--- config.mk ---
export PLATFORM = sky130hd
export DESIGN_NAME = exec_core
export DESIGN_NICKNAME = d
export VERILOG_FILES = /design/src/exec_pkg.sv /design/src/alu_if.sv /design/src/exec_alu.sv /design/src/exec_core.sv
export VERILOG_INCLUDE_DIRS = /design/src
export SDC_FILE = /design/constraint.sdc
export NUM_CORES = 1
export LEC_CHECK = 0
export ABC_AREA = 0
export BUFFER_PORTS_ARGS = -buffer_cell sky130_fd_sc_hd__buf_2
export CORE_MARGIN = 5
export CORE_UTILIZATION = 30
export DETAILED_ROUTE_END_ITERATION = 7
export PLACE_DENSITY = 0.45
export SKIP_CTS_REPAIR_TIMING = 1
export SLEW_MARGIN = 5
export SYNTH_ARGS = -nofsm -noshare
export SYNTH_HDL_FRONTEND = slang
export SYNTH_SLANG_ARGS = --single-unit
export TNS_END_PERCENT = 30
--- constraint.sdc ---
create_clock -name clk -period 5.6 [get_ports clk]
set_input_delay 0.84 -clock clk [delete_from_list [all_inputs] [get_ports clk]]
set_output_delay 0.84 -clock clk [all_outputs]
set_load 0.01 [all_outputs]
--- src/exec_consts.svh ---
`ifndef EXEC_CONSTS_SVH
`define EXEC_CONSTS_SVH

// ****************************************************************
// Register map, word addresses on the plain register port
// ****************************************************************
`define ADDR_CMD        8'h00
`define ADDR_ACC        8'h01
`define ADDR_STATUS     8'h02
`define ADDR_CONFIG     8'h03
`define ADDR_PC         8'h04
`define ADDR_STACK_TOP  8'h05
`define ADDR_WATCHDOG   8'h06
`define ADDR_STATE      8'h07
`define ADDR_FILE_BASE  8'h20
`define ADDR_FILE_MASK  8'hE0

// ****************************************************************
// Instruction word fields written to the command register
// ****************************************************************
`define INS_LIT_LSB     0
`define INS_LIT_MSB     7
`define INS_FIDX_LSB    8
`define INS_FIDX_MSB    12
`define INS_DEST_BIT    13
`define INS_OP_LSB      16
`define INS_OP_MSB      18

// ****************************************************************
// Status register bit positions
// ****************************************************************
`define ST_CARRY_BIT    0
`define ST_DC_BIT       1
`define ST_ZERO_BIT     2
`define ST_PD_BIT       3
`define ST_TO_BIT       4
`define ST_WAKE_BIT     7

// ****************************************************************
// Reset values and widths
// ****************************************************************
`define ACC_RST         8'h00
`define CONFIG_RST      8'hFF
`define PC_RST          11'h000
`define STACK_TOP_RST   11'h000
`define WDOG_RST        8'h00
`define PRESC_RST       8'h00
`define PRESC_MAX       8'hFF
`define FILE_RST        8'h00
`define FILE_COUNT      32
`define PC_STEP         11'h001

`endif

--- src/exec_pkg.sv ---
`default_nettype none

package exec_pkg;

  // Opcodes carried in the instruction word
  typedef enum logic [2:0] {
    OP_NO_OP      = 3'h0,
    OP_LOAD_LIT   = 3'h1,
    OP_LOAD_CFG   = 3'h2,
    OP_RET_LIT    = 3'h3,
    OP_POWER_DOWN = 3'h4,
    OP_ROTATE_L   = 3'h5,
    OP_SUBTRACT   = 3'h6,
    OP_SPARE      = 3'h7
  } opcode_t;

  // Core sequencing state
  typedef enum logic [1:0] {
    ST_RUN   = 2'h0,
    ST_FLUSH = 2'h1,
    ST_SLEEP = 2'h2
  } core_state_t;

endpackage

`default_nettype wire

--- src/alu_if.sv ---
`timescale 1ns/100ps
`default_nettype none

// Operands and results between the core and its arithmetic unit
interface alu_if;
  logic [7:0] file_val;
  logic [7:0] acc_val;
  logic       carry_in;
  logic       sel_sub;
  logic [7:0] result;
  logic       carry_out;
  logic       dc_out;
  logic       zero_out;

  modport core (output file_val, acc_val, carry_in, sel_sub,
                input  result, carry_out, dc_out, zero_out);
  modport alu  (input  file_val, acc_val, carry_in, sel_sub,
                output result, carry_out, dc_out, zero_out);
endinterface

`default_nettype wire

--- src/exec_alu.sv ---
`timescale 1ns/100ps
`default_nettype none

module exec_alu
  import exec_pkg::*;
(
  alu_if.alu a
);

  logic [8:0] diff_full;
  logic [4:0] diff_low;

  // ****************************************************************
  // Subtract by adding the inverted accumulator plus one
  // ****************************************************************
  // Carry out of the sum is the no-borrow indication directly
  assign diff_full = {1'b0, a.file_val} + {1'b0, ~a.acc_val} + 9'h001;
  assign diff_low  = {1'b0, a.file_val[3:0]} + {1'b0, ~a.acc_val[3:0]} + 5'h01;

  // Result and flag selection between subtract and rotate
  always_comb
  begin
    if (a.sel_sub)
    begin
      a.result    = diff_full[7:0];
      a.carry_out = diff_full[8];
      a.dc_out    = diff_low[4];
    end
    else
    begin
      a.result    = {a.file_val[6:0], a.carry_in};
      a.carry_out = a.file_val[7];
      a.dc_out    = 1'b0;
    end
    a.zero_out = (a.result == 8'h00);
  end

endmodule // exec_alu

`default_nettype wire

--- src/exec_core.sv ---
// Contract
// - Load-literal puts its 8-bit literal into the accumulator and leaves all flags alone.
// - Configuration-load copies the accumulator into the configuration register, flags kept.
// - Return-with-literal loads the literal into the accumulator and the PC from stack top.
// - Return-with-literal takes two instruction cycles, the fetched follower being dropped.
// - Power-down clears the watchdog counter and the watchdog prescaler.
// - Power-down sets the timeout flag and leaves the pin-change wake flag as it was.
// - Power-down clears the power-down flag.
// - After power-down the core halts with its oscillator stopped until a wake source.
// - Rotate-left shifts file register 0..31 left through carry, only carry changing.
// - Destination bit 0 sends the result to the accumulator, 1 back to the file register.
// - Subtract computes file minus accumulator in two's complement and updates C, DC, Z.
//
// Implementation choices: the register offsets and the address-and-strobe port.
`timescale 1ns/100ps
`default_nettype none
`include "exec_consts.svh"

module exec_core
  import exec_pkg::*;
(
  input  wire logic        clk,
  input  wire logic        rst,
  input  wire logic [7:0]  addr,
  input  wire logic [31:0] wdata,
  input  wire logic        wr,
  input  wire logic        rd,
  input  wire logic        wake_in,
  output logic      [31:0] rdata,
  output logic      [7:0]  config_out,
  output logic             osc_run,
  output logic             busy
);

  // ****************************************************************
  // Address decoding
  // ****************************************************************
  // Used for both write and read paths
  function automatic logic file_hit(input logic [7:0] a);
    file_hit = ((a & `ADDR_FILE_MASK) == `ADDR_FILE_BASE);
  endfunction

  core_state_t state_q;
  logic [7:0]  acc_q;
  logic [7:0]  config_q;
  logic [10:0] pc_q;
  logic [10:0] stack_top_q;
  logic [7:0]  watchdog_counter_q;
  logic [7:0]  presc_q;
  logic        carry_q;
  logic        digit_carry_flag_q;
  logic        zero_q;
  logic        timeout_flag_q;
  logic        powerdown_flag_q;
  logic        pin_change_wake_flag_q;
  logic [31:0] rdata_q;
  logic [7:0]  file_q [`FILE_COUNT];

  opcode_t     op;
  logic [4:0]  fidx;
  logic [7:0]  lit;
  logic        dest_file;
  logic        cmd_go;
  logic        alu_op;
  logic        res_to_acc;
  logic        res_to_file;
  logic        wr_status;
  logic        wake_go;

  alu_if alu_bus ();

  // ****************************************************************
  // Instruction issue
  // ****************************************************************
  // Commands are taken only while running; command writes in flush or sleep are dropped
  assign op        = opcode_t'(wdata[`INS_OP_MSB:`INS_OP_LSB]);
  assign fidx      = wdata[`INS_FIDX_MSB:`INS_FIDX_LSB];
  assign lit       = wdata[`INS_LIT_MSB:`INS_LIT_LSB];
  assign dest_file = wdata[`INS_DEST_BIT];
  assign cmd_go    = wr && (addr == `ADDR_CMD) && (state_q == ST_RUN);
  assign alu_op    = (op == OP_ROTATE_L) || (op == OP_SUBTRACT);
  assign res_to_acc  = cmd_go && alu_op && !dest_file;
  assign res_to_file = cmd_go && alu_op && dest_file;
  assign wr_status = wr && (addr == `ADDR_STATUS);
  assign wake_go   = (state_q == ST_SLEEP) && wake_in;

  // Operands for the arithmetic unit
  assign alu_bus.file_val = file_q[fidx];
  assign alu_bus.acc_val  = acc_q;
  assign alu_bus.carry_in = carry_q;
  assign alu_bus.sel_sub  = (op == OP_SUBTRACT);

  exec_alu u_alu (
    .a (alu_bus)
  );

  // ****************************************************************
  // Sequencing state
  // ****************************************************************
  // Flush spends the second cycle of a return; sleep holds until wake
  always_ff @(posedge clk)
  begin
    if (rst)
      state_q <= ST_RUN;
    else
    begin
      unique case (state_q)
        ST_RUN:
        begin
          if (cmd_go && op == OP_RET_LIT)
            state_q <= ST_FLUSH;
          else if (cmd_go && op == OP_POWER_DOWN)
            state_q <= ST_SLEEP;
        end
        ST_FLUSH:
          state_q <= ST_RUN;
        ST_SLEEP:
        begin
          if (wake_in)
            state_q <= ST_RUN;
        end
        default:
          state_q <= ST_RUN;
      endcase
    end
  end

  assign busy    = (state_q != ST_RUN);
  assign osc_run = (state_q != ST_SLEEP);

  // ****************************************************************
  // Accumulator
  // ****************************************************************
  // Bus writes land only when no instruction is issued in that cycle
  always_ff @(posedge clk)
  begin
    if (rst)
      acc_q <= `ACC_RST;
    else if (cmd_go && (op == OP_LOAD_LIT || op == OP_RET_LIT))
      acc_q <= lit;
    else if (res_to_acc)
      acc_q <= alu_bus.result;
    else if (wr && addr == `ADDR_ACC)
      acc_q <= wdata[7:0];
  end

  // Configuration register, output straight from its flop
  always_ff @(posedge clk)
  begin
    if (rst)
      config_q <= `CONFIG_RST;
    else if (cmd_go && op == OP_LOAD_CFG)
      config_q <= acc_q;
    else if (wr && addr == `ADDR_CONFIG)
      config_q <= wdata[7:0];
  end

  assign config_out = config_q;

  // ****************************************************************
  // Program counter and stack top
  // ****************************************************************
  // Every taken instruction advances the PC except a return
  always_ff @(posedge clk)
  begin
    if (rst)
      pc_q <= `PC_RST;
    else if (cmd_go && op == OP_RET_LIT)
      pc_q <= stack_top_q;
    else if (cmd_go)
      pc_q <= pc_q + `PC_STEP;
  end

  // Stack top is loaded from the bus so calls can be staged
  always_ff @(posedge clk)
  begin
    if (rst)
      stack_top_q <= `STACK_TOP_RST;
    else if (wr && addr == `ADDR_STACK_TOP)
      stack_top_q <= wdata[10:0];
  end

  // ****************************************************************
  // Arithmetic flags
  // ****************************************************************
  // Literal, config, return and no-op leave these untouched
  always_ff @(posedge clk)
  begin
    if (rst)
    begin
      carry_q            <= 1'b0;
      digit_carry_flag_q <= 1'b0;
      zero_q             <= 1'b0;
    end
    else if (cmd_go && op == OP_SUBTRACT)
    begin
      carry_q            <= alu_bus.carry_out;
      digit_carry_flag_q <= alu_bus.dc_out;
      zero_q             <= alu_bus.zero_out;
    end
    else if (cmd_go && op == OP_ROTATE_L)
      carry_q <= alu_bus.carry_out;
    else if (wr_status)
    begin
      carry_q            <= wdata[`ST_CARRY_BIT];
      digit_carry_flag_q <= wdata[`ST_DC_BIT];
      zero_q             <= wdata[`ST_ZERO_BIT];
    end
  end

  // ****************************************************************
  // Power-state flags
  // ****************************************************************
  // Both read as one after reset; only power-down moves them here
  always_ff @(posedge clk)
  begin
    if (rst)
    begin
      timeout_flag_q   <= 1'b1;
      powerdown_flag_q <= 1'b1;
    end
    else if (cmd_go && op == OP_POWER_DOWN)
    begin
      timeout_flag_q   <= 1'b1;
      powerdown_flag_q <= 1'b0;
    end
  end

  // Wake flag: set by a wake from sleep, cleared by software; set wins
  always_ff @(posedge clk)
  begin
    if (rst)
      pin_change_wake_flag_q <= 1'b0;
    else if (wake_go)
      pin_change_wake_flag_q <= 1'b1;
    else if (wr_status)
      pin_change_wake_flag_q <= pin_change_wake_flag_q & wdata[`ST_WAKE_BIT];
    // Power-down itself leaves this flag as it was
  end

  // ****************************************************************
  // Watchdog counter and prescaler
  // ****************************************************************
  // Frozen in sleep because the oscillator is stopped there
  always_ff @(posedge clk)
  begin
    if (rst)
    begin
      presc_q            <= `PRESC_RST;
      watchdog_counter_q <= `WDOG_RST;
    end
    else if (cmd_go && op == OP_POWER_DOWN)
    begin
      presc_q            <= `PRESC_RST;
      watchdog_counter_q <= `WDOG_RST;
    end
    else if (state_q != ST_SLEEP)
    begin
      presc_q <= presc_q + 8'h01;
      if (presc_q == `PRESC_MAX)
        watchdog_counter_q <= watchdog_counter_q + 8'h01;
    end
  end

  // ****************************************************************
  // File registers
  // ****************************************************************
  // One flop group per register; the instruction and the bus never
  // write in the same cycle because strobes are exclusive
  for (genvar i = 0; i < `FILE_COUNT; i++)
  begin : g_file
    always_ff @(posedge clk)
    begin
      if (rst)
        file_q[i] <= `FILE_RST;
      else if (res_to_file && fidx == 5'(i))
        file_q[i] <= alu_bus.result;
      else if (wr && file_hit(addr) && addr[4:0] == 5'(i))
        file_q[i] <= wdata[7:0];
    end
  end

  // ****************************************************************
  // Read port
  // ****************************************************************
  // Data stand for the one cycle after the strobe, zero otherwise
  always_ff @(posedge clk)
  begin
    if (rst || !rd)
      rdata_q <= 32'h0000_0000;
    else if (file_hit(addr))
      rdata_q <= {24'h00_0000, file_q[addr[4:0]]};
    else
    begin
      unique case (addr)
        `ADDR_ACC:       rdata_q <= {24'h00_0000, acc_q};
        `ADDR_STATUS:    rdata_q <= {24'h00_0000, pin_change_wake_flag_q, 2'h0,
                                     timeout_flag_q, powerdown_flag_q, zero_q,
                                     digit_carry_flag_q, carry_q};
        `ADDR_CONFIG:    rdata_q <= {24'h00_0000, config_q};
        `ADDR_PC:        rdata_q <= {21'h00_0000, pc_q};
        `ADDR_STACK_TOP: rdata_q <= {21'h00_0000, stack_top_q};
        `ADDR_WATCHDOG:  rdata_q <= {16'h0000, watchdog_counter_q, presc_q};
        `ADDR_STATE:     rdata_q <= {30'h0000_0000, state_q};
        default:         rdata_q <= 32'h0000_0000;
      endcase
    end
  end

  assign rdata = rdata_q;

endmodule // exec_core

`default_nettype wire

### Word level (Yosys, flattened, before mapping)

Memory sizes are Yosys's and may differ from the RTL's.
Index checks and enable logic that the tools add are counted.

| word-level totals | value |
|---|---|
| memories kept | 1 |
| output and inout bits | 42 |
| RAM bits | 256 |
| register bits | 77 |
| word-level logic and storage cells | 591 |

| cells by class | value |
|---|---|
| $add $sub $neg | 7 |
| muxes and demuxes | 317 |
| equality and inequality tests | 82 |
| bitwise gates (word level) | 67 |
| reductions and logical operators | 103 |

Memories:

| memory | depth | bits a word | read ports | clocked after memory_dff | write ports | RTL line | RTL |
|---|---|---|---|---|---|---|---|
| file_q | 32 | 8 | 2 | 0 | 32 | exec_core.sv:57 | `` logic [7:0] file_q [`FILE_COUNT]; `` |

Operators with widths:

| operator | count |
|---|---|
| $mux W8 | 71 |
| $mux W1 | 239 |
| $eq A5 B5 Y1 const B | 32 |
| $pmux W16 S7 | 1 |
| $logic_and A1 B1 Y1 | 81 |
| $eq A5 B4 Y1 const B | 16 |
| $or A1 B1 Y1 | 64 |
| $eq A5 B3 Y1 const B | 8 |
| $eq A8 B3 Y1 const B | 4 |
| $mux W11 | 2 |
| $eq A5 B2 Y1 const B | 4 |
| $add A8 B1 Y8 const B | 2 |
| $eq A8 B2 Y1 const B | 2 |
| $logic_not A8 Y1 | 2 |
| $add A11 B1 Y11 const B | 1 |
| $eq A5 B1 Y1 const B | 2 |
| $logic_not A5 Y1 | 2 |
| $reduce_bool A2 Y1 | 5 |
| $add A8 B8 Y9 | 1 |
| $add A9 B1 Y9 const B | 1 |
| $eq A3 B3 Y1 const B | 3 |
| $eq A8 B1 Y1 const B | 1 |
| $eq A8 B8 Y1 const B | 1 |
| $not A8 Y8 | 1 |
| other kinds (17) | 30 |

### Longest topological paths before layout

Gate-level depths: netlist of the first run.

| logic depth | value |
|---|---|
| depth in word-level cells | 11 |
| gate-level depth with buffers | 17 |

### By module

Synthesis of the first run repeated with hierarchy kept, for this count alone.

| second synthesis, totals | value |
|---|---|
| cell total of the unflattened synthesis | 1708 |
| area total of the unflattened synthesis | 19586.3 um^2 |

By module, submodules not included:

| module | instances | cells each | area an instance (um^2) |
|---|---|---|---|
| exec_core | 1 | 1621 | 18966.9 |
| exec_alu | 1 | 87 | 619.3 |

### Worst setup path after synthesis of the first run

No wires, ideal clock.

| timing path | value |
|---|---|
| path type | in2reg |
| start point | in wdata[8] |
| end point | mem file_q[14][6], data pin |
| required time | 5463 ps |
| path slack | 920 ps |
| cell stages on the path | 15 |
| data arrival time | 4543 ps |
| cell sequence | clkbuf_1 buf_4 mux4_2 mux4_2 mux2i_1 ha_1 inv_1 fa_1 a21o_1 a21oi_1 o21ai_0 xnor2_1 mux2i_1 buf_2 a32o_1 |

RTL lines:

| element | RTL line | RTL |
|---|---|---|
| start, declared | exec_core.sv:25 | `input wire logic [31:0] wdata,` |
| end, declared | exec_core.sv:57 |  |

==> results of run 1 <==
## cell families after synthesis
group	after synthesis	share of synthesized area (%)
other	1	0.0191
and+or+nand+nor	564	12.8
buffers and inverters	183	4.17
DFF	333	47.0
xor gates and xnor gates	18	0.803
muxes	196	19.1
adders and majority gates	13	0.867
AOI/OAI and AO/OA	479	15.2
## layer usage
layer | vias to the layer above | share of wire [%]
met4 | 2 | 2.4
li1 | 6899 | -
met1 | 7905 | 44
met2 | 714 | 47
met5 | - | 0.023
met3 | 97 | 7.0
## critical path: stages
cell	delay, ns
buf_4	0.46
buf_4	0.28
mux4_2	0.52
a22o_1	0.28
a2111oi_0	0.37
a31oi_1	0.19
ha_1	0.40
o21a_1	0.20
o31a_1	0.12
o31ai_1	0.30
buf_4	0.17
nor4b_1	0.31
a21oi_2	0.10
buf_4	0.27
o21ai_0	0.20
## synthesized netlist by cell type, drive strengths merged, types with 5 or more instances
master / number / share of area (%)
a211oi: 10 / 0.38
a21oi: 75 / 1.9
a221oi: 10 / 0.54
a22o: 44 / 2.0
a22oi: 10 / 0.38
a2bb2oi: 8 / 0.36
a31oi: 8 / 0.25
a32o: 22 / 1.1
and2: 8 / 0.25
and3: 12 / 0.38
buf: 68 / 2.0
clkbuf: 101 / 1.9
dfxtp: 77 / 7.9
edfxtp: 256 / 39
ha: 12 / 0.76
inv: 13 / 0.25
mux2: 5 / 0.29
mux2i: 48 / 2.4
mux4: 143 / 16
nand2: 312 / 6.0
nand2b: 14 / 0.48
nand3: 26 / 0.74
nand4: 8 / 0.25
nor2: 119 / 2.5
nor2b: 9 / 0.29
nor3: 18 / 0.52
nor3b: 10 / 0.38
nor4: 5 / 0.16
o21a: 6 / 0.23
o21ai: 241 / 6.2
o221ai: 5 / 0.22
o22ai: 11 / 0.35
o31ai: 8 / 0.31
xnor2: 8 / 0.36
xor2: 10 / 0.45
## cells in the final DEF (no fill, tap or decap), types with 46 or more instances in the layout
master / instances
nand2_1: 312
edfxtp_1: 256
o21ai_0: 234
mux4_2: 143
nor2_1: 113
buf_4: 98
dfxtp_1: 77
a21oi_1: 73
buf_2: 51
mux2i_1: 46
clkbuf_16: 46
## power by group
part           switching, mW  total (mW)  internal (mW)  leakage [nW]
Sequential            0.0557        2.81           2.75          3.05
Clock                   1.13        2.88           1.75         0.714
Combinational          0.616       0.990          0.374          3.69
Total                   1.80        6.68           4.88          7.45
## final cells by class
cell class,instances,area share [%]
clock buffer,57,5.35
clock inverter,19,0.993
inverter,14,0.232
multi-input combinational,1286,42.7
sequential,333,40.7
tap,855,4.72
timing repair buffer,160,5.34
## path summary, 6_finish.rpt
check / from / to / slack [ns]
min: config_out[4]$_SDFFE_PP1P_ / config_out[4]$_SDFFE_PP1P_ / 0.46
max: wdata[8] / file_q[20][5]$_DFFE_PP_ / 0.92
min reg2reg: config_out[4]$_SDFFE_PP1P_ / config_out[4]$_SDFFE_PP1P_ / 0.46
max reg2reg: file_q[22][0]$_DFFE_PP_ / file_q[25][4]$_DFFE_PP_ / 1.42
## registers in the layout, indices dropped and copies added (netlist names)
name	count
stack_top_q	11
pin_change_wake_flag_q	1
digit_carry_flag_q	1
config_out	8
presc_q	8
file_q	256
acc_q	8
watchdog_counter_q	8
alu_bus.carry_in	1
state_q	2
rdata	16
pc_q	11
powerdown_flag_q	1
zero_q	1
==> results.yml, run 1 <==
pwr:
  design_power_total_mw: 6.68
  peakVddDrop_mv: 0.195
  leakagePower_nw: 7.45
  power_density_nw_per_um2: 295
global_route:
  grt_start_max_net_pins: 50
  grt.met3_usage_pct: 2.88
  antenna_found_initial: 3
  grt_pass1_vias: 15400
  gr-max-usage-layer: "met2"
  gr-usage-met2_pct: 33.2
  grt_pass1_wl_mm: 109
  grt_usage_pct: 20.6
  grt-ovfl-total: 0
  met1_usage_pct: 29.4
flow_run:
  cap_viol_max_count: 0
timing:
  worst_slew_pin_slew_ns: 1.09
  period_share_pct: 83.6
  hold_violations: 0
  max-slew-margin-rel_pct: 27.5
  min_period_ns: 4.68
  setup_tns_ns: 0
  fin_skew_ns: 0.0284
  grt_setup_unrepaired: "no"
  slew_viol_final: 0
  whs_ns: 0.463
  setup_ws_ns: 0.921
  report.final.setup_viol: 0
  fmax_mhz: 214
drt:
  vias_per_cell: 5.73
  vias: 15600
  wl_per_cell_um: 27.4
  drtIter0Drc: 1800
  firstDrtPassIters: 6
  finalWirelength_mm: 74.6
  final_antenna_net_count: 0
  drc: 0
layout:
  nets: 1895
  syn_to_final_growth_pct: 15.5
  multi_input_area_um2: 9670
  final_core_util_pct: 35.1
  diodes: 0
  design_area_um2: 22700
  regArea_um2: 9230
  n_fill_cell: 6395
  instances_no_fill: 2724
  drive_above_1_share_pct: 21.2
placement:
  gp_congestion: 0.903
  port_buffers: 55
  pre_cts_ws_ns: 0.331
  dp_hpwl_mm: 51.3
  postPlaceCellArea_um2: 21200
  dp_cells: 2648
logic_synthesis:
  synthCells: 1787
  syn_area_um2: 19600
  ys_ff_latch: 333
  synthArstFlopShare_pct: 0
  synth_edf_count: 256
  synth.avg_cell_area_um2: 11.0
  synth.distinct_cells: 77
  synth_flop_cell: "edfxtp_1"
  yosys_warnings: 0
  seq_area_frac_synth_pct: 47.0
clock_tree:
  clk_latency_ns: 0.58
  root_buffer: "clkbuf_16"
  cts_buffers: 42
  cts.path.max_buffers: 3
  clk_pin_slew_ns: 0.06
  clkSinkCount: 333
  cts_tree: "yes"
  cts_max_level: 2
worst_setup_path:
  worstPathArrival_ns: 5.07
  crit_type: "in2reg"
  cp_max_fo: 22
  required_ns: 5.99
  reg2regPathDepth: 14
  crit_path_start_kind: "input port"
  worst_setup_path_end_kind: "flip-flop"
worst_hold_path:
  whs_path_depth: 2
  min_path_type: "reg2reg"
die:
  die-width_um: 266
  start_util_pct: 30.4
  die-area_um2: 70700
  die_h_um: 266
  ios: 87
  rows: 93
  coreArea_um2: 64600
run_status:
  outcome: "finished, final reports clean"
Note: power is estimated with default switching activity, not from simulation.
==> run 2, diff against run 1 <==
--- a/config.mk
+++ b/config.mk
@@ -11,7 +11,7 @@
 export CORE_MARGIN = 5
 export CORE_UTILIZATION = 30
 export DETAILED_ROUTE_END_ITERATION = 7
-export PLACE_DENSITY = 0.45
+export PLACE_DENSITY = 0.46
 export SKIP_CTS_REPAIR_TIMING = 1
 export SLEW_MARGIN = 5
 export SYNTH_ARGS = -nofsm -noshare
==> constraint.sdc (replaced) <==
create_clock -name clk -period 3.85 [get_ports clk]
set_input_delay 0.5775 -clock clk [delete_from_list [all_inputs] [get_ports clk]]
set_output_delay 0.5775 -clock clk [all_outputs]
set_load 0.01 [all_outputs]
==> run 2 against run 1 <==
Compared with the run above: non-clock buffer count is 79 higher; combinational power rose by 60%; clock skew down 0.0018 ns; critical path type is now reg2reg; register-to-register slack lost 1.4 ns; critical endpoint is now file_q[1][4]$_DFFE_PP_.
==> results.yml, run 2 (synthesized netlist as in run 1, its figures left out) <==
run_status:
  outcome: "finished, final reports clean"
placement:
  port_buffers: 55
  dp_cells: 2726
  dp_hpwl_mm: 55.0
  gp_congestion: 0.907
  pre_cts_ws_ns: -0.784
worst_setup_path:
  slowest_stage: "mux4_2"
  crit_top_cell: "mux4_2"
  path_buf_inv: 3
  cp_max_fo: 13
  crit_type: "reg2reg"
  worst_setup_path_end_kind: "flip-flop"
  cpPeakStageDelay_ns: 0.58
  worstPathArrival_ns: 4.10
  required_ns: 4.15
  cp_top_family: "multiplexers"
  crit_path_start_kind: "flip-flop"
  worstPathCellList: "mux4_2 > mux4_2 > mux2i_4 > ha_2 > inv_2 > fa_2 > a21o_1 > a21oi_2 > buf_4 > xor2_4 > o21a_4 > clkbuf_16 > o21ai_0"
pwr:
  clkPwrFrac_pct: 40.0
  intPower_mw: 6.85
  swShare_pct: 27.5
  pwr-share-seq_pct: 43.3
  power_density_nw_per_um2: 406
  design_power_total_mw: 9.46
  peakVddDrop_mv: 0.292
  leakagePower_nw: 7.82
  combPwrFrac_pct: 16.8
  p_switching_mw: 2.61
drt:
  vias: 16300
  vias_per_cell: 5.81
  wl_per_cell_um: 27.8
  final_antenna_net_count: 0
  firstDrtPassIters: 8
  drtIter0Drc: 1809
  drc: 0
  finalWirelength_mm: 78.0
layout:
  largest_reg_flops: 256
  final_common_cell: "nand2_1"
  final_core_util_pct: 36.1
  syn_to_final_growth_pct: 18.8
  regMostFlops: "file_q"
  drive_above_1_share_pct: 24.7
  n_fill_cell: 6423
  instances_no_fill: 2800
  diodes: 0
  mostFrequentLayoutCells: "nand2_1, edfxtp_1, o21ai_0, buf_4, mux4_2"
  nets: 1974
die:
  die-width_um: 266
  coreArea_um2: 64600
  rows: 93
  ios: 87
  start_util_pct: 30.4
  die_h_um: 266
  die-area_um2: 70700
timing:
  worst_slew_pin_slew_ns: 1.07
  setup_ws_ns: 0.0507
  fmax_mhz: 263
  hold_violations: 0
  slew_viol_final: 0
  whs_ns: 0.314
  min_period_ns: 3.80
  fin_skew_ns: 0.0265
  period_share_pct: 98.7
  max-slew-margin-rel_pct: 28.4
  grt_setup_unrepaired: "yes"
  report.final.setup_viol: 0
clock_tree:
  cts_tree: "yes"
  root_buffer: "clkbuf_16"
  cts_buffers: 42
  clkSinkCount: 333
  cts.path.max_buffers: 3
  cts_max_level: 2
  clk_latency_ns: 0.57
  clk_pin_slew_ns: 0.06
global_route:
  grt_pass1_wl_mm: 112
  grt-ovfl-total: 0
  antenna_found_initial: 0
  grt_usage_pct: 21.3
  grt_start_max_net_pins: 91
  grt_pass1_vias: 15900
flow_run:
  cap_viol_max_count: 0
worst_hold_path:
  min_path_type: "in2reg"
run 2: power by group through the flow:
stage	registers (mW)	logic, mW	clock network [mW]
floorplan	4.13	0.816	0
detailed placement	4.17	1.52	0
CTS	4.09	1.52	3.85
finish	4.09	1.58	3.78
global placement	4.16	1.52	0
global route	4.11	1.64	3.99
run 2: worst register-to-register path: stages (launching register included):
cell and delay, ns:
edfxtp_1 0.39, mux4_2 0.53, mux4_2 0.58, mux2i_4 0.23
ha_2 0.21, inv_2 0.04, fa_2 0.36, a21o_1 0.17
a21oi_2 0.16, buf_4 0.16, xor2_4 0.19, o21a_4 0.19
clkbuf_16 0.21, o21ai_0 0.12
run 2: worst paths after layout:
path                                  from                            end  slack [ns]  cells past startpoint
min reg2reg  powerdown_flag_q$_SDFFE_PP1P_  powerdown_flag_q$_SDFFE_PP1P_        0.45                      2
max                file_q[31][0]$_DFFE_PP_         file_q[1][4]$_DFFE_PP_        0.05                     13
max reg2reg        file_q[31][0]$_DFFE_PP_         file_q[1][4]$_DFFE_PP_        0.05                     13
min                                wake_in        state_q[1]$_SDFFE_PP0P_        0.31                      3
run 2: metal layers:
layer	vias up	track usage (%)	share of wire [%]
met5	-	0	0
met4	0	6.09	2.9
met3	110	3.41	7.4
met2	697	34.5	47
met1	8419	29.8	42
li1	7055	-	-
run 2: final cells by class:
| type | count | area, µm² | area share (%) |
|---|---|---|---|
| Multi-Input combinational cell | 1286 | 9760 | 41.9 |
| Sequential cell | 333 | 9230 | 39.6 |
| Timing Repair Buffer | 239 | 1920 | 8.24 |
| Clock buffer | 61 | 1190 | 5.12 |
| Tap cell | 855 | 1070 | 4.59 |
| Clock inverter | 12 | 88.8 | 0.381 |
| Inverter | 14 | 52.6 | 0.225 |
run 2: stage by stage:
step	setup TNS (ns)	cell area (µm²)
after floorplan	-14.03	19800
after global placement	-128.17	21900
after detailed placement	-123.08	21900
after CTS	-14.36	23200
after global routing	-2.32	23300
final	0	23300
